--- config.mk ---
export PLATFORM = sky130hd
export DESIGN_NAME = frcct_timer
export DESIGN_NICKNAME = d
export VERILOG_FILES = /design/src/frcct_pkg.sv /design/src/frcct_timer.sv
export VERILOG_INCLUDE_DIRS = /design/src
export SDC_FILE = /design/constraint.sdc
export NUM_CORES = 1
export LEC_CHECK = 0
export BUFFER_PORTS_ARGS = -buffer_cell sky130_fd_sc_hd__clkbuf_2
export CAP_MARGIN = 10
export CORE_UTILIZATION = 45
export CTS_CLUSTER_DIAMETER = 50
export DETAILED_ROUTE_END_ITERATION = 7
export GPL_TIMING_DRIVEN = 1
export MAX_ROUTING_LAYER = met4
export PLACE_DENSITY = 0.67
export REMOVE_ABC_BUFFERS = 1
export SLEW_MARGIN = 10
export SYNTH_ARGS = -nofsm -noshare
export SYNTH_HDL_FRONTEND = slang
export SYNTH_SLANG_ARGS = --single-unit
--- constraint.sdc ---
create_clock -name clk -period 3.13 [get_ports clk]
set_clock_uncertainty 0.15 [all_clocks]
set_input_delay 0.626 -clock clk [delete_from_list [all_inputs] [get_ports clk]]
set_output_delay 0.626 -clock clk [all_outputs]
set_load 0.01 [all_outputs]
--- src/frcct_defs.svh ---
// Register map, field positions and reset values of the capture/compare timer.
// Assumes byte-wide registers, one per aligned 32-bit word of the slave.
`ifndef FRCCT_DEFS_SVH
`define FRCCT_DEFS_SVH

// Register byte addresses
`define FRCCT_OFF_CNT_HI 8'h00
`define FRCCT_OFF_CNT_LO 8'h04
`define FRCCT_OFF_ALT_HI 8'h08
`define FRCCT_OFF_ALT_LO 8'h0C
`define FRCCT_OFF_CAP1_HI 8'h10
`define FRCCT_OFF_CAP1_LO 8'h14
`define FRCCT_OFF_CAP2_HI 8'h18
`define FRCCT_OFF_CAP2_LO 8'h1C
`define FRCCT_OFF_CMP1_HI 8'h20
`define FRCCT_OFF_CMP1_LO 8'h24
`define FRCCT_OFF_CMP2_HI 8'h28
`define FRCCT_OFF_CMP2_LO 8'h2C
`define FRCCT_OFF_CR1 8'h30
`define FRCCT_OFF_CR2 8'h34
`define FRCCT_OFF_CR3 8'h38
`define FRCCT_OFF_SR 8'h3C
`define FRCCT_OFF_LAST 8'h3C

// control_reg_one
`define FRCCT_CR1_SHARED_CAP_EN 7
`define FRCCT_CR1_SHARED_CMP_EN 6
`define FRCCT_CR1_OVF_EN 5
`define FRCCT_CR1_CAP1_EDGE 4
`define FRCCT_CR1_LEVEL2 1
`define FRCCT_CR1_LEVEL1 0
// control_reg_two
`define FRCCT_CR2_PIN1_EN 7
`define FRCCT_CR2_PIN2_EN 6
`define FRCCT_CR2_CC_HI 3
`define FRCCT_CR2_CC_LO 2
`define FRCCT_CR2_CAP2_EDGE 1
`define FRCCT_CR2_EXT_EDGE 0
// control_reg_three
`define FRCCT_CR3_GLOBAL_EN 7
`define FRCCT_CR3_CAP1_EN 6
`define FRCCT_CR3_CAP2_EN 5
`define FRCCT_CR3_CMP1_EN 4
`define FRCCT_CR3_CMP2_EN 3

// Clock control codes
`define FRCCT_CC_DIV2 2'b00
`define FRCCT_CC_DIV4 2'b01
`define FRCCT_CC_DIV8 2'b10
`define FRCCT_CC_EXT 2'b11

// Reset and special values
`define FRCCT_COUNT_RESET 16'hFFFC
`define FRCCT_COUNT_TOP 16'hFFFF
`define FRCCT_COMPARE_RESET 16'h8000
`define FRCCT_RESP_OKAY 2'b00
`define FRCCT_RESP_SLVERR 2'b10

`endif

--- src/frcct_pkg.sv ---
// Types of the capture/compare timer.
// Assumes frcct_defs.svh for all numeric constants.
package frcct_pkg;

  typedef struct packed {
    logic awready;
    logic wready;
    logic bvalid;
    logic [1:0] bresp;
    logic arready;
    logic rvalid;
    logic [7:0] rdata;
    logic [1:0] rresp;
    logic aw_held;
    logic [7:0] awaddr;
    logic w_held;
    logic [7:0] wdata;
    logic wstrb0;
    logic [15:0] count;
    logic [2:0] presc;
    logic ext_prev;
    logic [1:0] cap_prev;
    logic [1:0][15:0] capture_value;
    logic [1:0] capture_lock;
    logic [1:0][15:0] compare_value;
    logic [1:0] compare_inhibit;
    logic [7:0] low_buf;
    logic latched;
    logic [7:0] control_reg_one;
    logic [7:0] control_reg_two;
    logic [7:0] control_reg_three;
    logic overflow_flag;
    logic [1:0] capture_flag;
    logic [1:0] compare_flag;
    logic [1:0] compare_level_out;
    logic irq;
  } frcct_state_type;

endpackage : frcct_pkg

--- src/frcct_timer.sv ---
// Free-running 16-bit capture/compare timer with AXI4-Lite byte registers.
// Assumes pins synchronous to clk; clk plays the internal clock.
//
// Notes on behaviour
// - Timer clock: clk/2, /4, /8 or external
// - Counter low writes reload FFFCh
// - High read latches low byte until low read
// - Lone low read returns live count
// - Rollover FFFFh to 0000h sets overflow flag
// - Overflow irq needs both enables, else pending
// - Status read or counter low access clears overflow
// - Alternate low never clears overflow, same values
// - Runs in wait, stops in halt
// - External pin edge advances counter, selectable edge
// - All counter updates on one internal edge
// - Capture pin edge copies counter to capture
// - Each capture channel has own edge select
// - Capture event sets capture flag
// - Capture irq: global and shared-or-own enable
// - Status or capture low access clears flag
// - High read blocks capture until low read
// - Newest capture overwrites the older one
// - Compare match: flag, pin level, irq
// - Compare registers software only, reset 8000h
// - Compare high write inhibits until low write
// - Status or compare low access clears flag
`timescale 1ns/1ps
`include "frcct_defs.svh"

module frcct_timer (
  input wire logic clk,
  input wire logic reset_n,
  input wire logic [7:0] s_axil_awaddr,
  input wire logic s_axil_awvalid,
  output logic s_axil_awready,
  input wire logic [31:0] s_axil_wdata,
  input wire logic [3:0] s_axil_wstrb,
  input wire logic s_axil_wvalid,
  output logic s_axil_wready,
  output logic [1:0] s_axil_bresp,
  output logic s_axil_bvalid,
  input wire logic s_axil_bready,
  input wire logic [7:0] s_axil_araddr,
  input wire logic s_axil_arvalid,
  output logic s_axil_arready,
  output logic [31:0] s_axil_rdata,
  output logic [1:0] s_axil_rresp,
  output logic s_axil_rvalid,
  input wire logic s_axil_rready,
  input wire logic ext_clock_pin,
  input wire logic capture_pin_one,
  input wire logic capture_pin_two,
  input wire logic halt_mode,
  output logic compare_pin_one,
  output logic compare_pin_one_oe,
  output logic compare_pin_two,
  output logic compare_pin_two_oe,
  output logic combined_timer_irq
);

  localparam frcct_pkg::frcct_state_type RESET_STATE = '{
    count: `FRCCT_COUNT_RESET,
    compare_value: {2{`FRCCT_COMPARE_RESET}},
    default: '0
  };
  localparam logic [1:0][7:0] CAP_HI =
    {`FRCCT_OFF_CAP2_HI, `FRCCT_OFF_CAP1_HI};
  localparam logic [1:0][7:0] CAP_LO =
    {`FRCCT_OFF_CAP2_LO, `FRCCT_OFF_CAP1_LO};
  localparam logic [1:0][7:0] CMP_HI =
    {`FRCCT_OFF_CMP2_HI, `FRCCT_OFF_CMP1_HI};
  localparam logic [1:0][7:0] CMP_LO =
    {`FRCCT_OFF_CMP2_LO, `FRCCT_OFF_CMP1_LO};

  frcct_pkg::frcct_state_type s;
  frcct_pkg::frcct_state_type next_s;
  logic [1:0] cap_in;
  logic [1:0] cap_edge_sel;
  logic [1:0] cap_edge;
  logic [1:0] cmp_match;
  logic [1:0] pin_en;
  logic [1:0] level;
  logic raw_tick;
  logic tick;
  logic ext_edge;
  logic rd_take;
  logic do_write;
  logic wr_en;
  logic wr_cnt_lo;
  logic [7:0] rd_byte;
  logic [7:0] sr_byte;

  function automatic logic mapped(input logic [7:0] a);
    mapped = (a[1:0] == 2'b00) && (a <= `FRCCT_OFF_LAST);
  endfunction : mapped

  ////////////////////////////////////////////////////////////////////////////
  // Outputs, all straight from the state register
  assign s_axil_awready = s.awready;
  assign s_axil_wready = s.wready;
  assign s_axil_bvalid = s.bvalid;
  assign s_axil_bresp = s.bresp;
  assign s_axil_arready = s.arready;
  assign s_axil_rvalid = s.rvalid;
  assign s_axil_rdata = {24'h00_0000, s.rdata};
  assign s_axil_rresp = s.rresp;
  assign compare_pin_one = s.compare_level_out[0];
  assign compare_pin_two = s.compare_level_out[1];
  assign compare_pin_one_oe = s.control_reg_two[`FRCCT_CR2_PIN1_EN];
  assign compare_pin_two_oe = s.control_reg_two[`FRCCT_CR2_PIN2_EN];
  assign combined_timer_irq = s.irq;

  ////////////////////////////////////////////////////////////////////////////
  // Timer clock and per-channel events
  assign cap_in = {capture_pin_two, capture_pin_one};
  assign cap_edge_sel = {s.control_reg_two[`FRCCT_CR2_CAP2_EDGE],
                         s.control_reg_one[`FRCCT_CR1_CAP1_EDGE]};
  assign pin_en = {s.control_reg_two[`FRCCT_CR2_PIN2_EN],
                   s.control_reg_two[`FRCCT_CR2_PIN1_EN]};
  assign level = {s.control_reg_one[`FRCCT_CR1_LEVEL2],
                  s.control_reg_one[`FRCCT_CR1_LEVEL1]};
  // Edge select 1 picks rising, 0 falling
  assign ext_edge = s.control_reg_two[`FRCCT_CR2_EXT_EDGE] ?
    (~s.ext_prev & ext_clock_pin) : (s.ext_prev & ~ext_clock_pin);

  // Plain sampling is enough only because the source keeps its gap
  always_comb begin
    unique case (s.control_reg_two[`FRCCT_CR2_CC_HI:`FRCCT_CR2_CC_LO])
      `FRCCT_CC_DIV2: raw_tick = s.presc[0];
      `FRCCT_CC_DIV4: raw_tick = &s.presc[1:0];
      `FRCCT_CC_DIV8: raw_tick = &s.presc;
      `FRCCT_CC_EXT: raw_tick = ext_edge;
    endcase
  end
  // Wait mode needs no input: the counter simply keeps running
  assign tick = raw_tick & ~halt_mode;

  generate
    for (genvar i = 0; i < 2; i++) begin : g_chan
      assign cap_edge[i] = cap_edge_sel[i] ?
        (~s.cap_prev[i] & cap_in[i]) : (s.cap_prev[i] & ~cap_in[i]);
      assign cmp_match[i] = (s.compare_value[i] == s.count) &
                            ~s.compare_inhibit[i];
    end
  endgenerate

  ////////////////////////////////////////////////////////////////////////////
  // Register bus decode
  assign rd_take = s.arready & s_axil_arvalid;
  assign do_write = s.aw_held & s.w_held & ~s.bvalid;
  assign wr_en = do_write & s.wstrb0;
  assign wr_cnt_lo = wr_en & ((s.awaddr == `FRCCT_OFF_CNT_LO) |
                              (s.awaddr == `FRCCT_OFF_ALT_LO));
  assign sr_byte = {s.capture_flag[0], s.compare_flag[0], s.overflow_flag,
                    s.capture_flag[1], s.compare_flag[1], 3'b000};

  always_comb begin
    case (s_axil_araddr)
      `FRCCT_OFF_CNT_HI, `FRCCT_OFF_ALT_HI: rd_byte = s.count[15:8];
      `FRCCT_OFF_CNT_LO, `FRCCT_OFF_ALT_LO:
        rd_byte = s.latched ? s.low_buf : s.count[7:0];
      `FRCCT_OFF_CR1: rd_byte = s.control_reg_one;
      `FRCCT_OFF_CR2: rd_byte = s.control_reg_two;
      `FRCCT_OFF_CR3: rd_byte = s.control_reg_three;
      `FRCCT_OFF_SR: rd_byte = sr_byte;
      default: rd_byte = 8'h00;
    endcase
    for (int i = 0; i < 2; i++) begin
      if (s_axil_araddr == CAP_HI[i]) rd_byte = s.capture_value[i][15:8];
      if (s_axil_araddr == CAP_LO[i]) rd_byte = s.capture_value[i][7:0];
      if (s_axil_araddr == CMP_HI[i]) rd_byte = s.compare_value[i][15:8];
      if (s_axil_araddr == CMP_LO[i]) rd_byte = s.compare_value[i][7:0];
    end
  end

  ////////////////////////////////////////////////////////////////////////////
  // Next state: counter, bus effects, then hardware sets so that sets win
  always_comb begin
    next_s = s;
    next_s.presc = s.presc + 3'd1;
    next_s.ext_prev = ext_clock_pin;
    next_s.cap_prev = cap_in;
    // Counter moves only on the single timer tick of clk
    if (tick) next_s.count = s.count + 16'h0001;
    // Read channel
    if (s.rvalid & s_axil_rready) next_s.rvalid = 1'b0;
    if (rd_take) begin
      next_s.rvalid = 1'b1;
      next_s.rdata = mapped(s_axil_araddr) ? rd_byte : 8'h00;
      next_s.rresp = mapped(s_axil_araddr) ? `FRCCT_RESP_OKAY :
                                             `FRCCT_RESP_SLVERR;
      if ((s_axil_araddr == `FRCCT_OFF_CNT_HI ||
           s_axil_araddr == `FRCCT_OFF_ALT_HI) && !s.latched) begin
        next_s.low_buf = s.count[7:0];
        next_s.latched = 1'b1;
      end
      if (s_axil_araddr == `FRCCT_OFF_CNT_LO ||
          s_axil_araddr == `FRCCT_OFF_ALT_LO) next_s.latched = 1'b0;
      // Alternate low read leaves the flag alone
      if (s_axil_araddr == `FRCCT_OFF_CNT_LO)
        next_s.overflow_flag = 1'b0;
      if (s_axil_araddr == `FRCCT_OFF_SR) begin
        next_s.overflow_flag = 1'b0;
        next_s.capture_flag = 2'b00;
        next_s.compare_flag = 2'b00;
      end
      for (int i = 0; i < 2; i++) begin
        if (s_axil_araddr == CAP_HI[i]) next_s.capture_lock[i] = 1'b1;
        if (s_axil_araddr == CAP_LO[i]) begin
          next_s.capture_lock[i] = 1'b0;
          next_s.capture_flag[i] = 1'b0;
        end
        if (s_axil_araddr == CMP_LO[i]) next_s.compare_flag[i] = 1'b0;
      end
    end
    // Write channel: address and data taken in either order
    if (s.bvalid & s_axil_bready) next_s.bvalid = 1'b0;
    if (s.awready & s_axil_awvalid) begin
      next_s.aw_held = 1'b1;
      next_s.awaddr = s_axil_awaddr;
    end
    if (s.wready & s_axil_wvalid) begin
      next_s.w_held = 1'b1;
      next_s.wdata = s_axil_wdata[7:0];
      next_s.wstrb0 = s_axil_wstrb[0];
    end
    if (do_write) begin
      next_s.aw_held = 1'b0;
      next_s.w_held = 1'b0;
      next_s.bvalid = 1'b1;
      next_s.bresp = mapped(s.awaddr) ? `FRCCT_RESP_OKAY : `FRCCT_RESP_SLVERR;
      // Any access clears requests, even with the byte lane off
      if (s.awaddr == `FRCCT_OFF_CNT_LO) next_s.overflow_flag = 1'b0;
      if (s.awaddr == `FRCCT_OFF_SR) begin
        next_s.capture_flag = 2'b00;
        next_s.compare_flag = 2'b00;
      end
      for (int i = 0; i < 2; i++) begin
        if (s.awaddr == CAP_LO[i]) next_s.capture_flag[i] = 1'b0;
        if (s.awaddr == CMP_LO[i]) next_s.compare_flag[i] = 1'b0;
      end
    end
    if (wr_cnt_lo) next_s.count = `FRCCT_COUNT_RESET;
    if (wr_en) begin
      if (s.awaddr == `FRCCT_OFF_CR1) next_s.control_reg_one = s.wdata;
      if (s.awaddr == `FRCCT_OFF_CR2) next_s.control_reg_two = s.wdata;
      if (s.awaddr == `FRCCT_OFF_CR3) next_s.control_reg_three = s.wdata;
      for (int i = 0; i < 2; i++) begin
        if (s.awaddr == CMP_HI[i]) begin
          next_s.compare_value[i][15:8] = s.wdata;
          next_s.compare_inhibit[i] = 1'b1;
        end
        if (s.awaddr == CMP_LO[i]) begin
          next_s.compare_value[i][7:0] = s.wdata;
          next_s.compare_inhibit[i] = 1'b0;
        end
      end
    end
    next_s.awready = ~next_s.aw_held & ~next_s.bvalid;
    next_s.wready = ~next_s.w_held & ~next_s.bvalid;
    next_s.arready = ~next_s.rvalid;
    // Hardware events
    if (tick && s.count == `FRCCT_COUNT_TOP)
      next_s.overflow_flag = 1'b1;
    for (int i = 0; i < 2; i++) begin
      // A high read in this very cycle already blocks the capture
      if (cap_edge[i] && !s.capture_lock[i] &&
          !(rd_take && s_axil_araddr == CAP_HI[i])) begin
        next_s.capture_value[i] = s.count;
        next_s.capture_flag[i] = 1'b1;
      end
      if (tick && cmp_match[i]) begin
        next_s.compare_flag[i] = 1'b1;
        if (pin_en[i]) next_s.compare_level_out[i] = level[i];
      end
    end
    // Pending flags reach the output as soon as their enables allow
    next_s.irq = next_s.control_reg_three[`FRCCT_CR3_GLOBAL_EN] & (
      (next_s.overflow_flag &
       next_s.control_reg_one[`FRCCT_CR1_OVF_EN]) |
      (next_s.capture_flag[0] &
       (next_s.control_reg_one[`FRCCT_CR1_SHARED_CAP_EN] |
        next_s.control_reg_three[`FRCCT_CR3_CAP1_EN])) |
      (next_s.capture_flag[1] &
       (next_s.control_reg_one[`FRCCT_CR1_SHARED_CAP_EN] |
        next_s.control_reg_three[`FRCCT_CR3_CAP2_EN])) |
      (next_s.compare_flag[0] &
       (next_s.control_reg_one[`FRCCT_CR1_SHARED_CMP_EN] |
        next_s.control_reg_three[`FRCCT_CR3_CMP1_EN])) |
      (next_s.compare_flag[1] &
       (next_s.control_reg_one[`FRCCT_CR1_SHARED_CMP_EN] |
        next_s.control_reg_three[`FRCCT_CR3_CMP2_EN])));
  end

  always_ff @(posedge clk or negedge reset_n) begin
    if (!reset_n) s <= RESET_STATE;
    else s <= next_s;
  end
endmodule : frcct_timer

After elaboration in Yosys (flattened, before gate mapping):

Index checks and enable logic that the tools add are counted.

* output and inout bits: 46
* register bits after elaboration: 167
* bits of input ports: 63
* word-level logic and storage cells: 235

* $lt $le $gt $ge: 2
* muxes and demuxes: 61
* reduce and logical (&&, ||, !) cells: 48
* eq/ne operators: 33
* add/subtract/negate cells: 2
* bitwise gates (word level): 49

Operator list (count)
* $eq A8 B6 Y1 const B: 16
* $mux W8: 13
* $eq A8 B5 Y1 const B: 6
* $pmux W8 S6: 1
* $eq A16 B16 Y1: 2
* $mux W1: 32
* $mux W16: 2
* $reduce_and A2 Y1: 16
* $and A1 B1 Y1: 26
* $eq A8 B4 Y1 const B: 3
* $mux W24: 1
* $mux W5: 4
* $add A16 B1 Y16 const B: 1
* $eq A16 B16 Y1 const B: 1
* $eq A8 B3 Y1 const B: 2
* $le A8 B6 Y1 const B: 2
* $not A1 Y1: 14
* $logic_and A1 B1 Y1: 12
* $reduce_bool A2 Y1: 6
* $mux W11: 1
* $mux W10: 1
* $mux W9: 1
* $or A1 B1 Y1: 9
* $logic_not A8 Y1: 1
* 12 further kinds: 22

Depth between registers and ports, before layout:

Gate-level depths: netlist of the first run.

* word-level depth: 16
* gate-level depth with buffers: 9
* mapped depth without buffers: 8

Worst setup path after synthesis of the first run:

Ideal clock, no wire load.

* path kind: input to register
* start: input s_axil_araddr[7]
* end: register s[87] (netlist bit)
* cell stages on the path: 7
* required time: 2.855 ns
* path buffers: 3
* slack: 0.599 ns
* library setup time: 0.125 ns
* arrival time: 2.257 ns
* path through: buf_2 or4b_4 nor4_2 a211o_1 buf_4 buf_4 mux2_2

* word-level cells in the longest chain between the ends: 4

Ends and longest elaborated chain
* start, declared: line frcct_timer.sv:43 `input wire logic [7:0] s_axil_araddr,`
* $eq A8 B5 Y1: line frcct_timer.sv:268 `!(rd_take && s_axil_araddr == CAP_HI[i])) begin`
* $logic_and A1 B1 Y1: line frcct_timer.sv:268
* $logic_not A1 Y1: line frcct_timer.sv:268
* $logic_and A1 B1 Y1: line frcct_timer.sv:267 `if (cap_edge[i] && !s.capture_lock[i] &&`
* end signal, assigned: line frcct_timer.sv:297 `else s <= next_s;`
* end, declared: line frcct_timer.sv:75 `frcct_pkg::frcct_state_type s;`

No other way between the ends.
A chain may end at the register's enable or synchronous reset.

Worst setup path after layout of the first run:

* start: register s (netlist bit s_axil_bvalid)
* end: register s[56] (netlist bit)

* word-level cells in the longest chain between the ends: 4

Ends and longest elaborated chain
* $not A1 Y1: line frcct_timer.sv:150 `assign do_write = s.aw_held & s.w_held & ~s.bvalid;`
* $and A1 B1 Y1: line frcct_timer.sv:150
* $and A1 B1 Y1: line frcct_timer.sv:151 `assign wr_en = do_write & s.wstrb0;`
* $reduce_and A2 Y1 (no line)

No other way between the ends.

==> results of run 1 <==
[logic make-up (layout without fill, tap and decap cells)]
family          Yosys count  count (layout)  synth area share (%)
simple gates            226             226                  14.1
flops                   165             165                  46.5
compound gates          163             163                  12.0
mux                     125             125                  15.6
buf+inv                 109             146                  6.56
xor+xnor                 48              48                  4.71
fa+ha+maj                 3               3                 0.421
other cells               1              26                0.0420
[state kept, by name (all words and copies together), names as in the netlist]
| register | count |
|---|---|
| cap_edge_sel | 2 |
| level | 2 |
| s_axil_wready | 1 |
| s_axil_awready | 1 |
| s_axil_rresp | 1 |
| s_axil_arready | 1 |
| combined_timer_irq | 1 |
| compare_pin_two_oe | 1 |
| s | 141 |
| s_axil_rvalid | 1 |
| compare_pin_one_oe | 1 |
| s_axil_bvalid | 1 |
| compare_pin_one | 1 |
| compare_pin_two | 1 |
| s_axil_rdata | 8 |
| s_axil_bresp | 1 |
[cells in the final DEF (no fill, tap or decap), drive strengths merged, types with 6 or more instances in the layout]
cell,instances
nand2,63
nand3,28
dfrtp,149
mux2,112
a21oi,43
inv,25
nor2b,8
nor3,18
nand4,8
nor3b,8
xor2,34
a22oi,7
o31ai,6
nor2,35
dfstp,16
nor4,11
o22ai,10
buf,44
o21ai,41
and3,9
mux2i,13
conb,26
xnor2,14
or2,8
clkbuf,73
[stage by stage]
step / hold slack [ns] / cell area, um2 / total power, mW
floorplan: 0.180 / 8490 / 4.33
global placement: 0.287 / 9460 / 5.13
detailed placement: 0.297 / 9460 / 5.19
CTS: 0.0736 / 10000 / 7.26
global route: 0.108 / 10000 / 7.57
finish: 0.0525 / 10000 / 7.27
[power by group]
group | switching, mW | internal (mW)
sequential | 0.786 | 2.71
combinational | 0.868 | 0.826
clock | 0.974 | 1.10
[layer usage]
metal  wire length (um)  share of wire [%]  vias to the layer above  global-route usage [%]
li1                   -                  -                     3048                       -
met3               1850                7.1                       54                    6.51
met5                  0                  0                        -                       -
met2              12000                 46                      295                    42.2
met4                897                3.5                        0                    12.1
met1              11200                 43                     3464                    35.8
[path summary, 6_finish.rpt]
kind	from	endpoint	cells past startpoint
min in group clk	capture_pin_two	s[110]$_DFF_PN0_	1
worst max register to register	s_axil_bvalid$_DFF_PN0_	s[56]$_DFFE_PN0P_	5
max in group asynchronous	reset_n	s[58]$_DFFE_PN1P_	2
worst min-delay path	reset_n	s[99]$_DFFE_PN0P_	1
worst max-delay path	s_axil_bvalid$_DFF_PN0_	s[56]$_DFFE_PN0P_	5
worst min register to register	s[112]$_DFF_PN0_	s[112]$_DFF_PN0_	1
[layout make-up]
cell class | count | area, um2
well taps | 265 | 332
multi-input cells | 591 | 4290
fillers | 1760 | 9420
repair buffers | 98 | 629
flip-flops and latches | 165 | 4150
inverters | 16 | 60.1
clock inverters | 13 | 129
clock buffers | 19 | 453
==> reports/qor.yml, run 1 <==
gp_congestion: 0.962
dr.pass1.iters: 7
relSlewSlack_pct: 47.0
dp.cells: 1135
grt_overflow: 0
post-route-drc-count: 0
regToRegSetupSlack_ns: 0.36
fmax_ghz: 0.362
worstPathCellList: "and3b_1 -> nand3_2 -> or2_1 -> nor3b_4 -> mux2_2"
finalMaxSlewViolations: 0
grt_pass1_vias: 6739
wl_per_cell_um: 22.3
cts_hold_buf: 0
fin_util_pct: 51.6
synth_commonest_cells: "149 x dfrtp_1, 111 x mux2_2, 62 x nand2_1"
ys.flop_type: "dfrtp_1"
detail-route-antenna-nets: 0
crit_required_ns: 3.30
final_cells: 1167
finalSetupTns_ns: 0
critical_path_arrival_ns: 2.94
track_usage_pct: 27.9
yosysTopAreaCell: "dfrtp_1"
worst_skew_pair.late_latency_ns: 0.44
die_w_um: 143
slowest_delay_ns: 0.64
power.density_nw_per_um2: 723
h-tree-depth: 4
yosysSeqAreaShare_pct: 46.5
end_kind: "register"
peakVddDrop_mv: 0.512
synth_cells: 840
min_period_ns: 2.77
slowest_stage: "nor3b_4"
rsz0062_at_grt: "false"
grt_max_degree: 71
drt_iter0_drc: 611
hp-class: "primary input to asynchronous set/reset pin"
synth_area_leaders: "dfrtp_1 42%, mux2_2 14%, dfstp_2 4.7%, buf_4 3.4%, xor2_1 3.3%"
synth_area_um2: 8920
num_rows: 51
drive_above_1_share_pct: 31.8
cts_root_buffer: "clkbuf_16"
ios: 109
path_class: "register to register"
nNetsFinal: 955
setup_ws_ns: 0.365
clock_sinks: 165
worst_slew_pin_slew_ns: 0.788
yosys.cell_types.count: 82
hold_viol_final: 0
cts_buffers: 17
clkTransAtPathRegs_ns: 0.07
cts_tree: "done"
async_reset_ff_share_pct: 100
setup_viol: 0
insertedDiodeCount: 0
grt_pass1_wl_um: 40000
cap_violations: 0
synth.most_common_cell: "dfrtp_1"
start_kind: "register"
ys_seq_elements: 165
finalCritPeriodShare_pct: 88.3
num_vias: 6861
clockBufferDepth: 2
syn_area_per_cell_um2: 10.6
io_buffers: 55
hpwlAfterDp_um: 19100
initial_core_util_pct: 45.8
die_h_um: 143
syn2layout_area_growth_pct: 12.6
synth-edff-count: 0
yosysWarnings: 0
cts_resized: 0
leakage_nw: 4.39
dieArea_um2: 20400
post_cts.repair.setup_buffers: 0
cp.buffers_inverters: 0
avgViaCountPerCell: 5.88
path_delay_family: "simple AND/OR/NAND/NOR gates"
wl_um: 26000
status: "finished clean"
antenna_found_initial: 0
core_area_um2: 19500
path_max_fanout: 10
synth_top_area_share_pct: 41.8
place_ws_ns: 0.298
Note: power is estimated with default switching activity, not from simulation.
==> run 2: changes to the inputs <==
- PLACE_DENSITY: 0.67 -> 0.71
- clock period: 3.13 -> 3.25 ns (I/O delays scaled with it)
==> run 2 against run 1 <==
  * Final cell count down 0.69%
  * Count of clock-buffer cells in the layout increased by 1
  * Utilization down 0.44 points
  * Sequential power down 3%
  * Largest cell class unchanged
==> reports/qor.yml, run 2 (synthesis results as in run 1) <==
num_rows: 51  # unchanged
leakage_nw: 4.34  # -1.3%
slowest_stage: "nor4_1"
detail-route-antenna-nets: 0  # unchanged
worst_skew_pair.late_latency_ns: 0.44  # about the same
h-tree-depth: 4  # unchanged
dieArea_um2: 20400  # unchanged
fmax_ghz: 0.361  # -0.25%
cts_resized: 0  # unchanged
clkTransAtPathRegs_ns: 0.07  # about the same
post_cts.repair.setup_buffers: 0  # unchanged
placed_cell_area_um2: 9400  # -0.63%
critical_path_arrival_ns: 2.94  # about the same
mostFrequentLayoutCell: "dfrtp_1"
die_h_um: 143  # unchanged
worst_slew_pin_slew_ns: 0.687  # -0.101 ns
core_area_um2: 19500  # unchanged
cp_common_cell: "ha_1"
hpwlAfterDp_um: 19200  # +0.33%
grt_max_degree: 57  # -20%
min_period_ns: 2.77  # +0.00704 ns
path_delay_family: "simple AND/OR/NAND/NOR gates"
peakVddDrop_mv: 0.441  # -14%
wl_um: 26000  # about the same
clockBufferDepth: 2  # unchanged
status: "finished clean"
start_kind: "register"
grt_overflow: 0  # unchanged
rsz0062_at_grt: "false"
initial_core_util_pct: 45.8  # unchanged
clock_sinks: 165  # unchanged
hold_viol_final: 0  # unchanged
end_kind: "register"
crit_required_ns: 3.42  # +0.12 ns
avgViaCountPerCell: 5.94  # +1.0%
path_class: "register to register"
post-route-drc-count: 0  # unchanged
grt_pass1_vias: 6815  # +1.1%
worstPathCellList: "ha_1 -> ha_1 -> inv_1 -> o2111ai_1 -> nand2_1 -> nor4_1 -> mux2_2"
ios: 109  # unchanged
cts_tree: "done"
largest_reg_flops: 141  # unchanged
syn2layout_area_growth_pct: 11.6
path_max_fanout: 9  # -1
finalCritPeriodShare_pct: 85.3  # -3.0 points
gp_congestion: 1.04  # +8.1%
final_cell_area_um2: 9960  # -0.86%
mostFrequentLayoutCells: "149 x dfrtp_1, 111 x mux2_2, 62 x nand2_1, 54 x clkbuf_2, 43 x a21oi_1"
cts_buffers: 17  # unchanged
cap_violations: 0  # unchanged
nNetsFinal: 947  # -0.84%
insertedDiodeCount: 0  # unchanged
relSlewSlack_pct: 53.8  # +6.8 points
cp.buffers_inverters: 1  # +1
io_buffers: 55  # unchanged
num_vias: 6883  # +0.32%
slowest_delay_ns: 0.55  # -0.09 ns
cts_root_buffer: "clkbuf_16"
setup_viol: 0  # unchanged
grt_pass1_wl_um: 40200  # +0.57%
drive_above_1_share_pct: 31.1  # -0.72 points
die_w_um: 143  # unchanged
finalMaxSlewViolations: 0  # unchanged
cts_hold_buf: 0  # unchanged
dr.pass1.iters: 5  # -2
power.density_nw_per_um2: 688  # -4.9%
setup_ws_ns: 0.478  # +0.113 ns
drt_iter0_drc: 734  # +20%
hp-class: "primary input to asynchronous set/reset pin"
place_ws_ns: 0.354  # +0.0562 ns
antenna_found_initial: 0  # unchanged
regMostFlops: "s"
track_usage_pct: 28.0  # +0.088 points
wl_per_cell_um: 22.4  # +0.63%
-- run 2: changes by cell type in the layout (fill, tap and decap cells not counted), sizes merged --
cell      previous run  this run
buf                 44        36
clkbuf              73        74
clkinv               2         6
clkinvlp             2         4
inv                 25        18
-- run 2: layout make-up --
type / instances / area (um2)
Fill cell: 1774 / 9500
Multi-Input combinational cell: 591 / 4290
Sequential cell: 165 / 4150
Timing Repair Buffer: 90 / 569
Clock buffer: 20 / 457
Tap cell: 265 / 332
Clock inverter: 12 / 98.8
Inverter: 16 / 60.1
-- run 2: path summary, 6_finish.rpt --
check	startpoint	endpoint	slack, ns	cells after the start
worst max-delay path	s[112]$_DFF_PN0_	compare_pin_one$_DFFE_PN0P_	0.48	7
max in group asynchronous	reset_n	s[121]$_DFFE_PN1P_	2.08	2
worst min-delay path	reset_n	s[91]$_DFFE_PN0P_	0.02	1
worst max register to register	s[112]$_DFF_PN0_	compare_pin_one$_DFFE_PN0P_	0.48	7
min in group clk	ext_clock_pin	s[111]$_DFF_PN0_	0.20	1
worst min register to register	s[112]$_DFF_PN0_	s[112]$_DFF_PN0_	0.30	1
-- run 2: metal layers --
metal	part of all wire (%)	track usage (%)
met5	0	-
met4	3.8	11.8
met3	6.7	5.53
met2	45	42.6
met1	44	36.5
-- run 2: metrics by stage --
step	total power, mW	utilization, %	hold WS (ns)	cells	setup TNS [ns]
global route	7.17	51.2	0.0563	1159	0
detailed placement	4.93	48.3	0.296	1127	0
global placement	4.87	48.3	0.289	1127	0
floorplan	4.17	-	0.204	772	-0.826
CTS	6.84	51.2	0.0353	1159	0
finish	6.85	51.2	0.0215	1159	0
-- run 2: report_power, final --
group / switching, mW / internal, mW / leakage, nW / total (mW)
clock network: 0.880 / 1.03 / 0.261 / 1.91
registers: 0.799 / 2.62 / 2.04 / 3.41
logic: 0.760 / 0.763 / 2.03 / 1.52
==> run 3: changes to the inputs <==
- CAP_MARGIN: 10 -> unset
- PLACE_DENSITY: 0.71 -> unset
- PLACE_DENSITY_LB_ADDON: unset -> 0.1
==> run 3 against run 2 <==
  * Wire length increased by 12%
  * Fmax fell by 3.2%
  * Sequential power down 3%
  * Final cell count increased by 1.2%
  * Die area unchanged
  * Register-to-register slack worse by 0.09 ns
  * Critical path depth is 1 lower
  * Flip-flop and latch count unchanged
  * Via count increased by 1.5%
  * Worst hold slack gained 0.0028 ns
  * Design area up 1.3%
  * Critical path type unchanged
  * Critical endpoint is now compare_pin_two$_DFFE_PN0P_
==> reports/qor.yml, run 3 (synthesis results as in run 1) <==
status: "finished clean"
relSlewSlack_pct: 35.8  # -18 points
final_cell_area_um2: 10100  # +1.3%
dr.pass1.iters: 5  # unchanged
hp-class: "primary input to asynchronous set/reset pin"
start_kind: "register"
critical_path_arrival_ns: 3.04  # +0.10 ns
mostFrequentLayoutCell: "dfrtp_1"
post-route-drc-count: 0  # unchanged
cts_buffers: 17  # unchanged
fmax_ghz: 0.349  # -3.2%
rsz0062_at_grt: "false"
antenna_found_initial: 0  # unchanged
worst_skew_pair.late_latency_ns: 0.44  # about the same
min_period_ns: 2.86  # +0.0907 ns
clock_sinks: 165  # unchanged
finalSetupTns_ns: 0  # unchanged
n_fill_cell: 1788  # +0.79%
mostFrequentLayoutCells: "149 x dfrtp_1, 111 x mux2_2, 62 x nand2_1, 54 x clkbuf_2, 47 x buf_4"
cts_resized: 0  # unchanged
power.density_nw_per_um2: 699  # +1.6%
wl_um: 29200  # +12%
initial_core_util_pct: 45.8  # unchanged
leakage_nw: 4.42  # +2.0%
reg2reg_from: "s[123]$_DFFE_PN1P_"
hpwlAfterDp_um: 21900  # +14%
cap_violations: 0  # unchanged
gp_congestion: 0.958  # -7.9%
insertedDiodeCount: 0  # unchanged
crit_required_ns: 3.42  # about the same
syn2layout_area_growth_pct: 13.0
worst_slew_pin_slew_ns: 0.954  # +0.268 ns
dp.cells: 1141  # +1.2%
clockBufferDepth: 2  # unchanged
grt_max_degree: 60  # +5.3%
cts_hold_buf: 0  # unchanged
num_rows: 51  # unchanged
total_power_mw: 7.05  # +2.9%
clkTransAtPathRegs_ns: 0.08  # about the same
cts_root_buffer: "clkbuf_16"
ios: 109  # unchanged
peakVddDrop_mv: 0.542  # +23%
largest_reg_flops: 141  # unchanged
num_vias: 6989  # +1.5%
finalMaxSlewViolations: 0  # unchanged
regMostFlops: "s"
track_usage_pct: 31.2  # +3.2 points
drt_iter0_drc: 617  # -16%
setup_viol: 0  # unchanged
detail-route-antenna-nets: 0  # unchanged
grt_overflow: 0  # unchanged
nNetsFinal: 961  # +1.5%
r2r_cells: 6  # -1
post_cts.repair.setup_buffers: 0  # unchanged
die_h_um: 143  # unchanged
end_kind: "register"
place_ws_ns: 0.349  # -0.00514 ns
drive_above_1_share_pct: 32.3  # +1.2 points
crit_end: "compare_pin_two$_DFFE_PN0P_"
path_max_fanout: 7  # -2
h-tree-depth: 4  # unchanged
hold_viol_final: 0  # unchanged
finalCritPeriodShare_pct: 88.1  # +2.8 points
setup_ws_ns: 0.387  # -0.0907 ns
holdWs_ns: 0.0243  # +0.00281 ns
wl_per_cell_um: 24.9  # +11%
grt_pass1_wl_um: 43700  # +8.9%
grt_pass1_vias: 6807  # -0.12%
placed_cell_area_um2: 9510  # +1.1%
cp-startpoint: "s[123]$_DFFE_PN1P_"
final_cells: 1173  # +1.2%
die_w_um: 143  # unchanged
regToRegEndpoint: "compare_pin_two$_DFFE_PN0P_"
core_area_um2: 19500  # unchanged
cts_tree: "done"
io_buffers: 55  # unchanged
avgViaCountPerCell: 5.96  # +0.33%
dieArea_um2: 20400  # unchanged
fin_util_pct: 51.8  # +0.65 points
path_class: "register to register"
regToRegSetupSlack_ns: 0.39  # -0.09 ns
[run 3: cell count changes in the layout (fill, tap and decap cells not counted), sizes merged]
cell | previous run | this run
buf | 36 | 50
inv | 18 | 24
clkinvlp | 4 | 1
clkbuf | 74 | 72
clkinv | 6 | 5
[run 3: area by class of cell]
class                      count  area (um2)  area share (%)
timing repair buffer         104         674            6.69
inverter                      16        60.1           0.596
clock buffer                  18         439            4.35
tap                          265         332            3.29
sequential                   165        4150            41.1
clock inverter                14         138            1.36
multi-input combinational    591        4290            42.6
[run 3: routing by layer]
metal  GRT usage, %  vias up  part of all wire (%)
met5              -        -                     0
met4           11.1        0                   2.9
met3           4.09       57                   4.6
met2           47.6      261                    46
met1           42.5     3584                    46
li1               -     3087                     -
[run 3: worst max-delay path, cell delays in order (launching register included)]
cell     delay, ns
dfstp_2       0.66
xor2_1        0.10
nor4_1        0.79
nand3_1       0.23
nor3_1        0.43
nand2_1       0.11
mux2_2        0.28
[run 3: worst min path at each step]
stage / startpoint / slack [ns] / cells past startpoint / to
3_3_place_gp: s[112]$_DFF_PN0_ / 0.29 / 1 / s[112]$_DFF_PN0_
2_1_floorplan: reset_n / 0.20 / 0 / cap_edge_sel[0]$_DFFE_PN0P_
6_report: reset_n / 0.02 / 1 / compare_pin_two$_DFFE_PN0P_
4_1_cts: reset_n / 0.05 / 1 / compare_pin_two$_DFFE_PN0P_
5_1_grt: reset_n / 0.06 / 1 / compare_pin_two$_DFFE_PN0P_
3_5_place_dp: s[112]$_DFF_PN0_ / 0.31 / 1 / s[112]$_DFF_PN0_
[run 3: power breakdown]
group	total (mW)	internal [mW]	switching, mW	leakage (nW)
clock	2.02	1.04	0.975	0.284
combinational	1.72	0.812	0.903	2.09
sequential	3.32	2.61	0.706	2.04
